$ cat config.mk
export PLATFORM = sky130hd
export DESIGN_NAME = overcurrent_fault_softstart_logic
export DESIGN_NICKNAME = d
export VERILOG_FILES = /design/src/in_sync3.v /design/src/overcurrent_fault_softstart_logic.v
export VERILOG_INCLUDE_DIRS = /design/src /design/src/src
export SDC_FILE = /design/constraint.sdc
export NUM_CORES = 1
export LEC_CHECK = 0
export ABC_CLOCK_PERIOD_IN_PS = 3900
export BUFFER_PORTS_ARGS = -buffer_cell sky130_fd_sc_hd__buf_2
export CAP_MARGIN = 20
export CORE_ASPECT_RATIO = 2
export CORE_MARGIN = 5
export CORE_UTILIZATION = 54
export CTS_CLUSTER_DIAMETER = 30
export DETAILED_ROUTE_END_ITERATION = 10
export GPL_TIMING_DRIVEN = 0
export PLACE_DENSITY = 0.81
export SKIP_CTS_REPAIR_TIMING = 1
export SLEW_MARGIN = 10
export SYNTH_ARGS = -nofsm -noshare
export SYNTH_HDL_FRONTEND = slang
export SYNTH_SLANG_ARGS = --single-unit
$ cat constraint.sdc
create_clock -name i_clk -period 3.9 [get_ports i_clk]
set_input_delay 0.78 -clock i_clk [delete_from_list [all_inputs] [get_ports i_clk]]
set_output_delay 0.78 -clock i_clk [all_outputs]
set_load 0.02 [all_outputs]
$ cat src/ocp_consts.vh
// Constants for the overcurrent fault and soft-start sequencing logic
`ifndef OCP_CONSTS_VH
`define OCP_CONSTS_VH
// Clock and oscillator discharge timing
`define CLK_PERIOD_NS 8
`define OSC_DISCHARGE_NS 170
`define OSC_DISCHARGE_CYC ((`OSC_DISCHARGE_NS + `CLK_PERIOD_NS - 1) / `CLK_PERIOD_NS)
// Calibration interval length in clock cycles
`define CAL_CYC_DEFAULT 1024
// Fault counter
`define FCNT_MAX 3'h7
`define FCNT_ZERO 3'h0
// Multiplier select codes from the low-side pin sense
`define MSEL_10K 2'h0
`define MSEL_OPEN 2'h1
`define MSEL_20K 2'h2
`define MULT_X3 4'h3
`define MULT_X7 4'h7
`define MULT_X15 4'hF
// Register byte addresses
`define REG_CONFIG 8'h00
`define REG_STATUS 8'h04
// Config field positions and reset value
`define CFG_BLANK_LSB 0
`define CFG_BLANK_MSB 7
`define CFG_RESET 32'h00000010
// Status field positions
`define ST_FCNT_LSB 0
`define ST_FCNT_MSB 2
`define ST_FAULT_BIT 3
`define ST_STATE_LSB 4
`define ST_STATE_MSB 6
`define ST_MULT_LSB 8
`define ST_MULT_MSB 11
// Sequencer states
`define SEQ_IDLE 3'h0
`define SEQ_CAL 3'h1
`define SEQ_RUN 3'h2
`define SEQ_FCHG 3'h3
`define SEQ_FDIS 3'h4
`endif

$ cat src/in_sync3.v
// Three-flop input synchroniser with agreement filter
module in_sync3 #(
  parameter W = 1
) (
  input wire i_clk,
  input wire i_rstn,
  input wire [W-1:0] i_async,
  output wire [W-1:0] o_level
);
  reg [W-1:0] s1_q;
  reg [W-1:0] s2_q;
  reg [W-1:0] s3_q;
  reg [W-1:0] level_q;
  integer k;

  // Stage one is read only by stage two; a bit moves once 2 and 3 agree
  always @(posedge i_clk or negedge i_rstn) begin
    if (!i_rstn) begin
      s1_q <= {W{1'b0}};
      s2_q <= {W{1'b0}};
      s3_q <= {W{1'b0}};
      level_q <= {W{1'b0}};
    end else begin
      s1_q <= i_async;
      s2_q <= s1_q;
      s3_q <= s2_q;
      for (k = 0; k < W; k = k + 1) begin
        if (s2_q[k] == s3_q[k]) begin
          level_q[k] <= s3_q[k];
        end
      end
    end
  end

  assign o_level = level_q;
endmodule

$ cat src/overcurrent_fault_softstart_logic.v
// Overcurrent fault counter, oscillator off-time and soft-start sequencer
// What this block does
// - Sample low-side sense only when on, blanked
// - Over limit: count up next cycle
// - Under limit: count down, floor zero
// - Count seven: fault, both drives off
// - Multiplier three, seven or fifteen by pin
// - Latch multiplier in calibration after enable, undervoltage
// - High-side short trip: count seven, fault now
// - Short trip ends high-side pulse immediately
// - Fault holds both drives off
// - Fixed discharge interval after each ramp peak
// - PWM forced off during discharge interval
// - Soft-start starts right after calibration ends
// - Extra charge source on at soft-start
// - Extra source off at half-volt threshold
// - Fast discharge in undervoltage, calibration, low rail
// - Fault discharge by small sink only
// - Below low threshold: stop discharge, recharge
// - Pending fault: charge to high threshold first
// - Limit raised while below high threshold
`include "ocp_consts.vh"
module overcurrent_fault_softstart_logic #(
  parameter CAL_CYC = `CAL_CYC_DEFAULT,
  parameter AW = 8
) (
  input wire i_clk,
  input wire i_rstn,
  input wire i_psel,
  input wire i_penable,
  input wire i_pwrite,
  input wire [AW-1:0] i_paddr,
  input wire [31:0] i_pwdata,
  output wire [31:0] o_prdata,
  output wire o_pready,
  output wire o_pslverr,
  input wire i_enable_ok,
  input wire i_uvlo_ok,
  input wire i_gate_supply_rail_ok,
  input wire i_low_side_over_limit,
  input wire i_short_circuit_trip,
  input wire i_ramp_peak,
  input wire i_pwm_on,
  input wire i_ss_above_low,
  input wire i_ss_above_half,
  input wire i_ss_above_high,
  input wire [1:0] i_multiplier_sense,
  output wire o_high_side_gate_drive,
  output wire o_low_side_gate_drive,
  output wire o_overcurrent_fault,
  output wire [3:0] o_short_circuit_multiplier,
  output wire o_limit_raised,
  output wire o_ramp_discharge,
  output wire o_ss_normal_charge,
  output wire o_ss_extra_charge,
  output wire o_ss_fast_discharge,
  output wire o_ss_sink
);
  // Counts are worked out full width, then cut to the counter widths
  localparam integer CAL_END = CAL_CYC - 1;
  localparam integer DIS_END = `OSC_DISCHARGE_CYC - 1;
  localparam [15:0] CAL_LAST = CAL_END[15:0];
  localparam [7:0] DIS_LAST = DIS_END[7:0];

  reg rst1_q;
  reg rst2_q;
  wire rstn;
  wire [11:0] sync_in;
  wire [11:0] sync_out;
  wire en_ok;
  wire uv_ok;
  wire rail_ok;
  wire ls_over;
  wire sc_trip;
  wire peak;
  wire pwm_on;
  wire ss_low;
  wire ss_half;
  wire ss_high;
  wire [1:0] msel;
  wire power_ok;

  reg [31:0] cfg_q;
  reg [2:0] state_q;
  reg [2:0] state_d;
  reg [15:0] cal_cnt_q;
  reg [3:0] mult_q;
  reg [2:0] fcnt_q;
  reg [2:0] fcnt_d;
  reg fault_q;
  reg fault_d;
  reg peak_q;
  reg dis_q;
  reg [7:0] dis_cnt_q;
  reg cyc_start_q;
  reg hs_q;
  reg hs_d;
  reg ls_q;
  reg ls_d;
  reg [7:0] blank_q;
  reg seen_q;
  reg over_q;
  wire blank_done;
  wire switching;
  wire sc_hit;
  wire ls_sample;
  wire [31:0] status;
  wire access;

  // Release reset through two flops; assertion stays asynchronous
  always @(posedge i_clk or negedge i_rstn) begin
    if (!i_rstn) begin
      rst1_q <= 1'b0;
      rst2_q <= 1'b0;
    end else begin
      rst1_q <= 1'b1;
      rst2_q <= rst1_q;
    end
  end
  assign rstn = rst2_q;

  // Every comparator and pin level crosses in through one synchroniser
  assign sync_in = {i_multiplier_sense, i_ss_above_high, i_ss_above_half,
                    i_ss_above_low, i_pwm_on, i_ramp_peak,
                    i_short_circuit_trip, i_low_side_over_limit,
                    i_gate_supply_rail_ok, i_uvlo_ok, i_enable_ok};

  in_sync3 #(
    .W(12)
  ) u_sync (
    .i_clk(i_clk),
    .i_rstn(rstn),
    .i_async(sync_in),
    .o_level(sync_out)
  );

  assign en_ok = sync_out[0];
  assign uv_ok = sync_out[1];
  assign rail_ok = sync_out[2];
  assign ls_over = sync_out[3];
  assign sc_trip = sync_out[4];
  assign peak = sync_out[5];
  assign pwm_on = sync_out[6];
  assign ss_low = sync_out[7];
  assign ss_half = sync_out[8];
  assign ss_high = sync_out[9];
  assign msel = sync_out[11:10];
  assign power_ok = en_ok & uv_ok & rail_ok;

  // Pin code to multiplier; an unused code falls back to the open value
  function [3:0] mult_decode;
    input [1:0] code;
    begin
      case (code)
        `MSEL_10K: mult_decode = `MULT_X3;
        `MSEL_20K: mult_decode = `MULT_X15;
        default: mult_decode = `MULT_X7;
      endcase
    end
  endfunction

  // Sequencer next state
  always @* begin
    state_d = state_q;
    case (state_q)
      `SEQ_IDLE: begin
        if (power_ok) begin
          state_d = `SEQ_CAL;
        end
      end
      `SEQ_CAL: begin
        if (cal_cnt_q == CAL_LAST) begin
          state_d = `SEQ_RUN;
        end
      end
      `SEQ_RUN: begin
        if (fault_q) begin
          state_d = ss_high ? `SEQ_FDIS : `SEQ_FCHG;
        end
      end
      `SEQ_FCHG: begin
        if (ss_high) begin
          state_d = `SEQ_FDIS;
        end
      end
      `SEQ_FDIS: begin
        if (!ss_low) begin
          state_d = `SEQ_RUN;
        end
      end
      default: state_d = `SEQ_IDLE;
    endcase
    if (!power_ok) begin
      state_d = `SEQ_IDLE;
    end
  end

  // Sequencer state, calibration timer and latched multiplier
  always @(posedge i_clk or negedge rstn) begin
    if (!rstn) begin
      state_q <= `SEQ_IDLE;
      cal_cnt_q <= 16'h0000;
      mult_q <= `MULT_X7;
    end else begin
      state_q <= state_d;
      if (state_q == `SEQ_CAL) begin
        cal_cnt_q <= cal_cnt_q + 16'h0001;
      end else begin
        cal_cnt_q <= 16'h0000;
      end
      if (state_d == `SEQ_IDLE) begin
        mult_q <= `MULT_X7;
      end else if (state_q == `SEQ_CAL && cal_cnt_q == CAL_LAST) begin
        mult_q <= mult_decode(msel);
      end
    end
  end

  // Oscillator: a ramp peak opens a fixed discharge window
  always @(posedge i_clk or negedge rstn) begin
    if (!rstn) begin
      peak_q <= 1'b0;
      dis_q <= 1'b0;
      dis_cnt_q <= 8'h00;
      cyc_start_q <= 1'b0;
    end else begin
      peak_q <= peak;
      cyc_start_q <= 1'b0;
      if (peak && !peak_q && !dis_q) begin
        dis_q <= 1'b1;
        dis_cnt_q <= 8'h00;
      end else if (dis_q) begin
        if (dis_cnt_q == DIS_LAST) begin
          dis_q <= 1'b0;
          cyc_start_q <= 1'b1; // Next ramp, next switching cycle
        end else begin
          dis_cnt_q <= dis_cnt_q + 8'h01;
        end
      end
    end
  end

  // Gate drive; switching only while charging with no fault pending
  assign switching = state_q == `SEQ_RUN && !fault_q;
  assign blank_done = blank_q >= cfg_q[`CFG_BLANK_MSB:`CFG_BLANK_LSB];
  assign sc_hit = hs_q && blank_done && sc_trip;
  assign ls_sample = ls_q && blank_done;

  // Registered drives; no overlap, one idle cycle after the high side turns off, other dead time is left to the analog driver
  always @* begin
    hs_d = 1'b0;
    ls_d = 1'b0;
    if (switching && !fault_d) begin
      hs_d = pwm_on && !dis_q && !sc_hit;
      ls_d = !hs_d && !hs_q;
    end
  end

  // Blanking counter restarts whenever either drive changes
  always @(posedge i_clk or negedge rstn) begin
    if (!rstn) begin
      hs_q <= 1'b0;
      ls_q <= 1'b0;
      blank_q <= 8'h00;
    end else begin
      hs_q <= hs_d;
      ls_q <= ls_d;
      if (hs_d != hs_q || ls_d != ls_q) begin
        blank_q <= 8'h00;
      end else if (blank_q != 8'hFF) begin
        blank_q <= blank_q + 8'h01;
      end
    end
  end

  // Fault counter and fault flag next values
  always @* begin
    fcnt_d = fcnt_q;
    fault_d = fault_q;
    if (cyc_start_q && seen_q) begin
      if (over_q) begin
        if (fcnt_q != `FCNT_MAX) begin
          fcnt_d = fcnt_q + 3'h1;
        end
      end else if (fcnt_q != `FCNT_ZERO) begin
        fcnt_d = fcnt_q - 3'h1;
      end
    end
    if (fcnt_d == `FCNT_MAX) begin
      fault_d = 1'b1;
    end
    if (sc_hit) begin
      fcnt_d = `FCNT_MAX;
      fault_d = 1'b1;
    end
    if (state_q == `SEQ_FDIS && state_d == `SEQ_RUN) begin
      fcnt_d = `FCNT_ZERO;
      fault_d = 1'b0;
    end
    if (state_d == `SEQ_IDLE || state_q == `SEQ_CAL) begin
      fcnt_d = `FCNT_ZERO;
      fault_d = 1'b0;
    end
  end

  // Per-cycle sample memory, consumed at the next cycle start
  always @(posedge i_clk or negedge rstn) begin
    if (!rstn) begin
      fcnt_q <= `FCNT_ZERO;
      fault_q <= 1'b0;
      seen_q <= 1'b0;
      over_q <= 1'b0;
    end else begin
      fcnt_q <= fcnt_d;
      fault_q <= fault_d;
      if (cyc_start_q) begin
        seen_q <= ls_sample; // A sample on the start edge is not lost
        over_q <= ls_sample && ls_over;
      end else if (ls_sample) begin
        seen_q <= 1'b1;
        over_q <= over_q | ls_over;
      end
    end
  end

  // Soft-start node controls
  assign o_ss_fast_discharge = state_q == `SEQ_IDLE ||
                               state_q == `SEQ_CAL;
  assign o_ss_sink = state_q == `SEQ_FDIS;
  assign o_ss_normal_charge = state_q == `SEQ_RUN ||
                              state_q == `SEQ_FCHG;
  assign o_ss_extra_charge = o_ss_normal_charge && !ss_half;
  // Raised limit while the node is below the high threshold
  assign o_limit_raised = !ss_high;

  // APB slave: zero wait states, error on unmapped address
  assign access = i_psel && i_penable;
  assign status = {20'h00000, mult_q, 1'b0, state_q, fault_q, fcnt_q};

  always @(posedge i_clk or negedge rstn) begin
    if (!rstn) begin
      cfg_q <= `CFG_RESET;
    end else if (access && i_pwrite && i_paddr == `REG_CONFIG) begin
      cfg_q <= {24'h000000, i_pwdata[`CFG_BLANK_MSB:`CFG_BLANK_LSB]};
    end
  end

  assign o_pready = 1'b1;
  assign o_pslverr = access && i_paddr != `REG_CONFIG &&
                     i_paddr != `REG_STATUS;
  assign o_prdata = (i_paddr == `REG_CONFIG) ? cfg_q :
                    (i_paddr == `REG_STATUS) ? status : 32'h00000000;

  // Outputs to drivers and analog side
  assign o_high_side_gate_drive = hs_q;
  assign o_low_side_gate_drive = ls_q;
  assign o_overcurrent_fault = fault_q;
  assign o_short_circuit_multiplier = mult_q;
  assign o_ramp_discharge = dis_q;
endmodule

After elaboration in Yosys (flattened, before gate mapping)
Cells that the tools add are included.
Operators by class
  add/sub/neg operators: 5
  $lt $le $gt $ge: 1
  equal/unequal tests: 28
  muxes and demuxes: 41
  bitwise logic cells: 3
  reduce and logical (&&, ||, !) cells: 44
Operators by type and width (count)
  $mux W8: 5
  $mux W3: 13
  $mux W12: 2
  $logic_and A1 B1 Y1: 20
  $add A16 B1 Y16 const B: 1
  $add A8 B1 Y8 const B: 2
  $eq A16 B10 Y1 const B: 1
  $mux W1: 16
  $mux W16: 1
  $pmux W3 S5: 1
  $eq A1 B1 Y1: 12
  $eq A3 B2 Y1 const B: 3
  $logic_not A1 Y1: 9
  $eq A8 B3 Y1 const B: 1
  $eq A8 B5 Y1 const B: 1
  $ge A8 B8 Y1: 1
  $logic_not A8 Y1: 1
  $mux W4: 2
  $ne A8 B3 Y1 const B: 1
  $ne A8 B8 Y1 const B: 1
  $pmux W4 S2: 1
  $reduce_bool A2 Y1: 4
  $reduce_bool A8 Y1: 1
  $eq A3 B3 Y1 const B: 2
  14 further kinds: 20
Word-level totals
  bits in registers: 108
  input bits: 57
  output and inout bits: 47

Depth between registers and ports, before layout
Gate-level depths: netlist of run 1.
  depth after elaboration: 15
  depth in mapped cells: 8

Hierarchy
From an unflattened synthesis of run 1, not the netlist that was laid out.
Unflattened totals
  cell total of the unflattened synthesis: 420
  area total of the unflattened synthesis: 4673.2 sq um
By module, submodules not included
  overcurrent_fault_softstart_logic: times used 1, cells an instance 360, area an instance 3337.0 sq um, seq. area each 1453.9 sq um
  in_sync3: times used 1, cells an instance 60, area an instance 1336.3 sq um, seq. area each 1201.2 sq um

Worst setup path after synthesis of run 1
OpenSTA, ideal clock, no wires.
  path kind: input -> output
  start: input port i_paddr[2]
  end: output port o_prdata[10]
  arrival time: 1.813 ns
  required time: 3.120 ns
  path slack: 1.307 ns
  stages on the path: 3
  cells stage by stage: clkbuf_1 and3_1 and2_1
On the way
  longest elaborated chain between the ends: 3
  elaborated cells between the ends (all ways): 4
  those cells by class: eq/ne: 1; mux: 2; reduce/logical: 1
Ends and longest elaborated chain
  from (decl): RTL line overcurrent_fault_softstart_logic.v:32  | input wire [AW-1:0] i_paddr,
  $eq A8 B3 Y1 (no source line)
  $mux W12: RTL line overcurrent_fault_softstart_logic.v:352  | (i_paddr == `REG_STATUS) ? status : 32'h00000000;
  $mux W12 (*): RTL line overcurrent_fault_softstart_logic.v:351  | assign o_prdata = (i_paddr == `REG_CONFIG) ? cfg_q :
  to (decl): RTL line overcurrent_fault_softstart_logic.v:34  | output wire [31:0] o_prdata,
Every way passes the cells marked *; elsewhere a longest branch is shown, timed or not.

Final worst setup path of run 1
  start: input port i_paddr[5]
  end: output port o_pslverr
On the way
  longest elaborated chain between the ends: 3
  elaborated cells between the ends (all ways): 4
  those cells by class: eq/ne: 1; reduce/logical: 3
Ends and longest elaborated chain
  $reduce_bool A8 Y1 (no source line)
  $logic_and A1 B1 Y1 (no source line)
  $logic_and A1 B1 Y1 (no source line) (*)
  to (decl): RTL line overcurrent_fault_softstart_logic.v:36  | output wire o_pslverr,
Marks and branches as above.

==> impl_metrics.ini, run 1 <==
[critical_path]
reg2regPathDepth = 8
path_max_fanout = 10
end_kind = output pin
r2r_slack_ns = 1.47
worstPathRequired_ns = 3.12
crit_arrival_ns = 1.95
path_class = in -> out
crit_path_start_kind = input pin

[synthesis]
synth.top_cell.area_share = 0.557
synth-async-reset-ratio = 1.00
ys_seq_area_frac = 0.568
synth_top_cell_by_area = dfrtp_1
synth_edf_count = 0
muxShareOfSynthArea = 0.0238
synthDistinctLibCells = 49
synth_ff_type = dfrtp_1
syn-cell-area_um2 = 4670
synthXorXnorAreaFrac = 0.0488
ys_seq_elements = 106
synth_area_leaders = dfrtp_1 (56%), nor2_1 (4.1%), ha_1 (4.0%)
synth.most_common_cell = dfrtp_1
synth_top_family_by_area = simple AND/OR/NAND/NOR gates
syn-instance-count = 422
synthTopCellsByCount = dfrtp_1 (104), nor2_1 (51), nand2_1 (25), buf_4 (24), nand3_1 (21)
synth-compound-area-share = 0.0678
ys.warnings.count = 0
synth-adder-area-share = 0.0659
avgSynthCellArea_um2 = 11.1
yosys.area_share.simple = 0.163

[placed_design]
dp_slack_ns = 1.14
gp_congestion = 0.784
placed_cell_area_um2 = 5180
dp_hpwl_um = 6730
port_buffers = 55

[drt]
drt_iter0_markers = 139
wirelength_um = 8900
drt_first_pass_iters = 4
wl_per_cell_um = 14.4
vias = 3236
drc = 0
via_per_inst = 5.25
route.antenna.remaining_nets = 0

[sta]
max_freq_ghz = 0.366
finalHoldViolations = 0
min_period_ns = 2.73
relSlewSlack = 0.550
fin_ws_ns = 1.17
fin_skew_ns = 0.00705
rsz0062_at_grt = no
drv_slew = 0
min_period_over_period = 0.700
worst_pin_slew_ns = 0.675
setup_viol = 0

[power]
internal-power_mw = 1.82
p_sw_frac = 0.271
switching_power_mw = 0.676
power_density_nw_per_um2 = 454
pwr-share-clk = 0.375
p_leak_nw = 2.61
ir_drop_mv = 0.390
combPwrFrac = 0.113
seq_power_share = 0.513

[clock_tree]
root_buffer = clkbuf_16
cts_sinks = 106
cts_max_level = 3
insertion_delay_ns = 0.35
cts_buffers = 9
clkTransAtPathRegs_ns = 0.07
clock_path_buffers = 2
cts_tree = yes

[status]
status = finished clean

[finish]
fillers = 653
area_growth_syn_to_layout_pct = 17.8
fin_area_um2 = 5500
drive_gt1_frac = 0.213
n_antenna_cell = 0
final_nets = 583
fin_util = 0.645

[floorplanning]
start_util = 0.548
core_area_um2 = 8530
die_area_um2 = 10700
die-width_um = 75.8
die_y_um = 142
ios = 104
rows = 48

[global_routing]
antenna_found_initial = 0
grt_pass1_vias = 3316
grt_pass1_wl_um = 14900
grt_remaining_overflow = 0
grt_max_degree = 55
grt_usage = 0.181

[hold_path]
hp-class = in -> async

[run]
cap_violations = 0
-- cell type report --
cell class,instances,area (um^2),share of cell area
tap,100,125,0.0227
clock buffer,9,225,0.0409
sequential,106,2660,0.483
multi-input combinational,287,1820,0.330
clock inverter,7,93.8,0.0170
timing repair buffer,56,303,0.0550
buffer,31,208,0.0377
inverter,20,75.1,0.0136
-- layer usage --
| layer | wire length [um] | share of wire | track usage | up-vias |
|---|---|---|---|---|
| met4 | 150 | 0.017 | 0.0627 | 0 |
| li1 | - | - | - | 1572 |
| met3 | 422 | 0.047 | 0.0461 | 13 |
| met5 | 0 | 0 | 0 | - |
| met1 | 3390 | 0.38 | 0.210 | 1568 |
| met2 | 4930 | 0.55 | 0.314 | 83 |
-- stage by stage --
step / total power, mW / hold slack [ns] / cells / setup TNS, ns
global placement: 1.55 / 0.332 / 599 / -18.64
global route: 2.62 / 0.187 / 616 / 0
CTS: 2.52 / 0.196 / 616 / 0
finish: 2.50 / 0.203 / 616 / 0
detailed placement: 1.58 / 0.335 / 600 / 0
floorplan: 1.49 / 0.331 / 444 / 0
-- sequential cells by signal, summed over array words and instances (netlist names), 8 cells and up --
signal / cells
u_sync.s3_q: 12
u_sync.o_level: 12
cfg_q: 8
u_sync.s1_q: 12
dis_cnt_q: 8
u_sync.s2_q: 12
cal_cnt_q: 16
blank_q: 8
-- worst max-delay path: stages --
cell and delay, ns:
buf_2 0.10, nor4_1 0.32, nand2_1 0.32, and3_1 0.28, buf_2 0.15
-- power by group through the flow --
stage	Clock [mW]	Combinational, mW	Sequential (mW)
finish	0.936	0.281	1.28
global route	1.00	0.319	1.30
CTS	0.957	0.282	1.28
detailed placement	0	0.280	1.30
global placement	0	0.251	1.30
floorplan	0	0.200	1.29
-- kinds of logic after synthesis --
kind of cell,count (synthesis)
buffers and inverters,51
xor gates and xnor gates,26
AOI/OAI and AO/OA,47
adders and majority gates,27
DFF,106
muxes,11
and+or+nand+nor,152
other,2
-- final timing paths --
path	startpoint	end
worst min register to register	u_sync.s1_q[2]$_DFF_PN0_	u_sync.s2_q[2]$_DFF_PN0_
max in group asynchronous	rst2_q$_DFF_PN0_	u_sync.o_level[5]$_DFFE_PN0N_
worst min-delay path	i_rstn	rst2_q$_DFF_PN0_
worst max-delay path	i_paddr[5]	o_pslverr
min in group i_clk	u_sync.s1_q[2]$_DFF_PN0_	u_sync.s2_q[2]$_DFF_PN0_
worst max register to register	blank_q[0]$_DFFE_PN0P_	blank_q[2]$_DFFE_PN0P_
-- cell usage in the layout (no fill, tap or decap), types with 10 or more instances in the layout --
cell type	synthesis	final
mux2i_1	10	10
conb_1	2	24
a21oi_1	16	16
o21ai_0	18	18
buf_2	1	56
nand3_1	21	21
inv_1	20	20
nor2_1	51	51
xnor2_1	12	12
ha_1	15	15
nand2_1	25	25
buf_4	24	24
dfrtp_1	104	103
xor2_1	14	14
nor3_1	10	10
nand4_1	12	12
maj3_1	12	12
Note: power is estimated with default switching activity, not from simulation.
==> run 2: changes to the inputs <==
--- a/config.mk
+++ b/config.mk
@@ -6,16 +6,16 @@
 export SDC_FILE = /design/constraint.sdc
 export NUM_CORES = 1
 export LEC_CHECK = 0
-export ABC_CLOCK_PERIOD_IN_PS = 3900
+export ABC_CLOCK_PERIOD_IN_PS = 2360
 export BUFFER_PORTS_ARGS = -buffer_cell sky130_fd_sc_hd__buf_2
 export CAP_MARGIN = 20
 export CORE_ASPECT_RATIO = 2
 export CORE_MARGIN = 5
-export CORE_UTILIZATION = 54
+export CORE_UTILIZATION = 49
 export CTS_CLUSTER_DIAMETER = 30
 export DETAILED_ROUTE_END_ITERATION = 10
 export GPL_TIMING_DRIVEN = 0
-export PLACE_DENSITY = 0.81
+export PLACE_DENSITY = 0.77
 export SKIP_CTS_REPAIR_TIMING = 1
 export SLEW_MARGIN = 10
 export SYNTH_ARGS = -nofsm -noshare
==> constraint.sdc (replaced) <==
create_clock -name i_clk -period 2.36 [get_ports i_clk]
set_input_delay 0.472 -clock i_clk [delete_from_list [all_inputs] [get_ports i_clk]]
set_output_delay 0.472 -clock i_clk [all_outputs]
set_load 0.02 [all_outputs]
==> run 2 against run 1 <==
Net effect: via count is 0.87% higher; largest power group unchanged; die area grew 9.1%; routed wire length is 4.3% higher; clock power increased by 55%; clock skew increased by 0.00067 ns; critical path type is now reg -> reg; global-route usage is 1.5 points lower; critical path depth increased by 2; combinational power is 72% higher; largest cell class unchanged; sequential power is 66% higher.
==> impl_metrics.ini, run 2 (synthesis gave the netlist of run 1 again) <==
[run]
cap_violations = 0

[floorplanning]
start_util = 0.501
core_area_um2 = 9320
die_area_um2 = 11700
die_y_um = 148
ios = 104
rows = 50
die-width_um = 79.0

[finish]
layout_commonest_cell = dfrtp_1
drive_gt1_frac = 0.233
top_register = cal_cnt_q
n_antenna_cell = 0
area_growth_syn_to_layout_pct = 20.0
fillers = 747
final_nets = 587
largest_register_ffs = 16
final_cell_mix = dfrtp_1 (101), buf_2 (56), nor2_1 (51)

[drt]
route.antenna.remaining_nets = 0
wirelength_um = 9290
vias = 3264
drt_first_pass_iters = 4
drc = 0
via_per_inst = 5.24
wl_per_cell_um = 14.9
drt_iter0_markers = 107

[clock_tree]
root_buffer = clkbuf_16
clkTransAtPathRegs_ns = 0.07
cts_sinks = 106
cts_tree = yes
clock_path_buffers = 2
insertion_delay_ns = 0.34
cts_max_level = 3
cts_buffers = 9

[sta]
worst_pin_slew_ns = 0.571
finalHoldViolations = 0
fin_skew_ns = 0.00772
min_period_ns = 2.26
tns_ns = 0
fin_ws_ns = 0.0986
setup_viol = 0
min_period_over_period = 0.958
relSlewSlack = 0.616
max_freq_ghz = 0.442
drv_slew = 0

[status]
status = finished clean

[critical_path]
path_max_fanout = 8
worstPathRequired_ns = 2.61
crit_path_start_kind = flip-flop
crit_slowest_cell = dfrtp_2
end_kind = flip-flop
path_class = reg -> reg
crit_arrival_ns = 2.51
cp_cell_sequence = ha_1 > and3_1 > o21ai_0 > a221oi_4 > a41oi_2 > nand4_4 > a211oi_2
max_stage_delay_ns = 0.44

[power]
ir_drop_mv = 0.492
power_density_nw_per_um2 = 724
p_leak_nw = 2.63

[hold_path]
hp-class = in -> reg

[placed_design]
dp_hpwl_um = 6970
port_buffers = 55
dp_slack_ns = -0.189
gp_congestion = 0.840

[global_routing]
grt_pass1_vias = 3428
grt_pass1_wl_um = 15500
grt_remaining_overflow = 0
antenna_found_initial = 0
grt_max_degree = 64
grt_usage = 0.166
## run 2: cell types whose count changed in the layout (fill, tap and decap cells not counted), sizes merged
cell	delta
buf	+3
clkbuf	+2
clkinv	-3
clkinvlp	+3
dlygate4sd3	+1
inv	-3
## run 2: final cells by class
cell class              count  area [um^2]  area share
clock buffers              11          243      0.0433
clock inverters             4         52.6     0.00937
multi-input cells         287         1900       0.339
well taps                 104          130      0.0232
repair buffers             60          335      0.0598
flip-flops and latches    106         2660       0.475
inverters                  20         75.1      0.0134
plain buffers              31          208      0.0370
## run 2: metal layers
layer	global-route usage	vias up	wire length, um
li1	-	1583	-
met1	0.169	1591	3370
met2	0.321	78	5300
met3	0.0406	12	431
met5	0	-	0
met4	0.0542	0	179
## run 2: stage by stage
| step | hold slack [ns] | cells | instance area (um^2) | util | power, mW |
|---|---|---|---|---|---|
| after CTS | -0.111 | 619 | 5490 | 0.588 | 4.08 |
| after global routing | 0.223 | 623 | 5610 | 0.601 | 4.25 |
| after detailed placement | 0.258 | 604 | 5190 | 0.557 | 2.61 |
| after floorplan | 0.176 | 444 | 4750 | - | 2.46 |
| final | 0.239 | 623 | 5610 | 0.601 | 4.06 |
| after global placement | 0.258 | 603 | 5160 | 0.554 | 2.58 |
## run 2: worst paths after layout
kind / cells after the start / start / slack, ns / end
min in group asynchronous: 0 / rst2_q$_DFF_PN0_ / 0.32 / blank_q[2]$_DFFE_PN0P_
setup reg to reg: 7 / fcnt_q[0]$_DFF_PN0_ / 0.1 / blank_q[2]$_DFFE_PN0P_
max in group asynchronous: 1 / rst2_q$_DFF_PN0_ / 1.29 / o_short_circuit_multiplier[2]$_DFFE_PN1P_
hold / removal: 1 / i_low_side_over_limit / 0.24 / u_sync.s1_q[3]$_DFF_PN0_
hold reg to reg: 0 / rst2_q$_DFF_PN0_ / 0.32 / blank_q[2]$_DFFE_PN0P_
setup / recovery: 7 / fcnt_q[0]$_DFF_PN0_ / 0.1 / blank_q[2]$_DFFE_PN0P_
## run 2: power breakdown
group          total (mW)  internal (mW)  switching, mW
sequential           2.12           1.96          0.163
combinational       0.482          0.213          0.269
clock                1.45          0.845          0.608
## run 2: worst max-delay path: cells and delay by family (launching register included)
kind            cells  cell delay [ns]
flops               1             0.44
compound gates      4             1.14
simple gates        2             0.38
fa+ha+maj           1             0.22
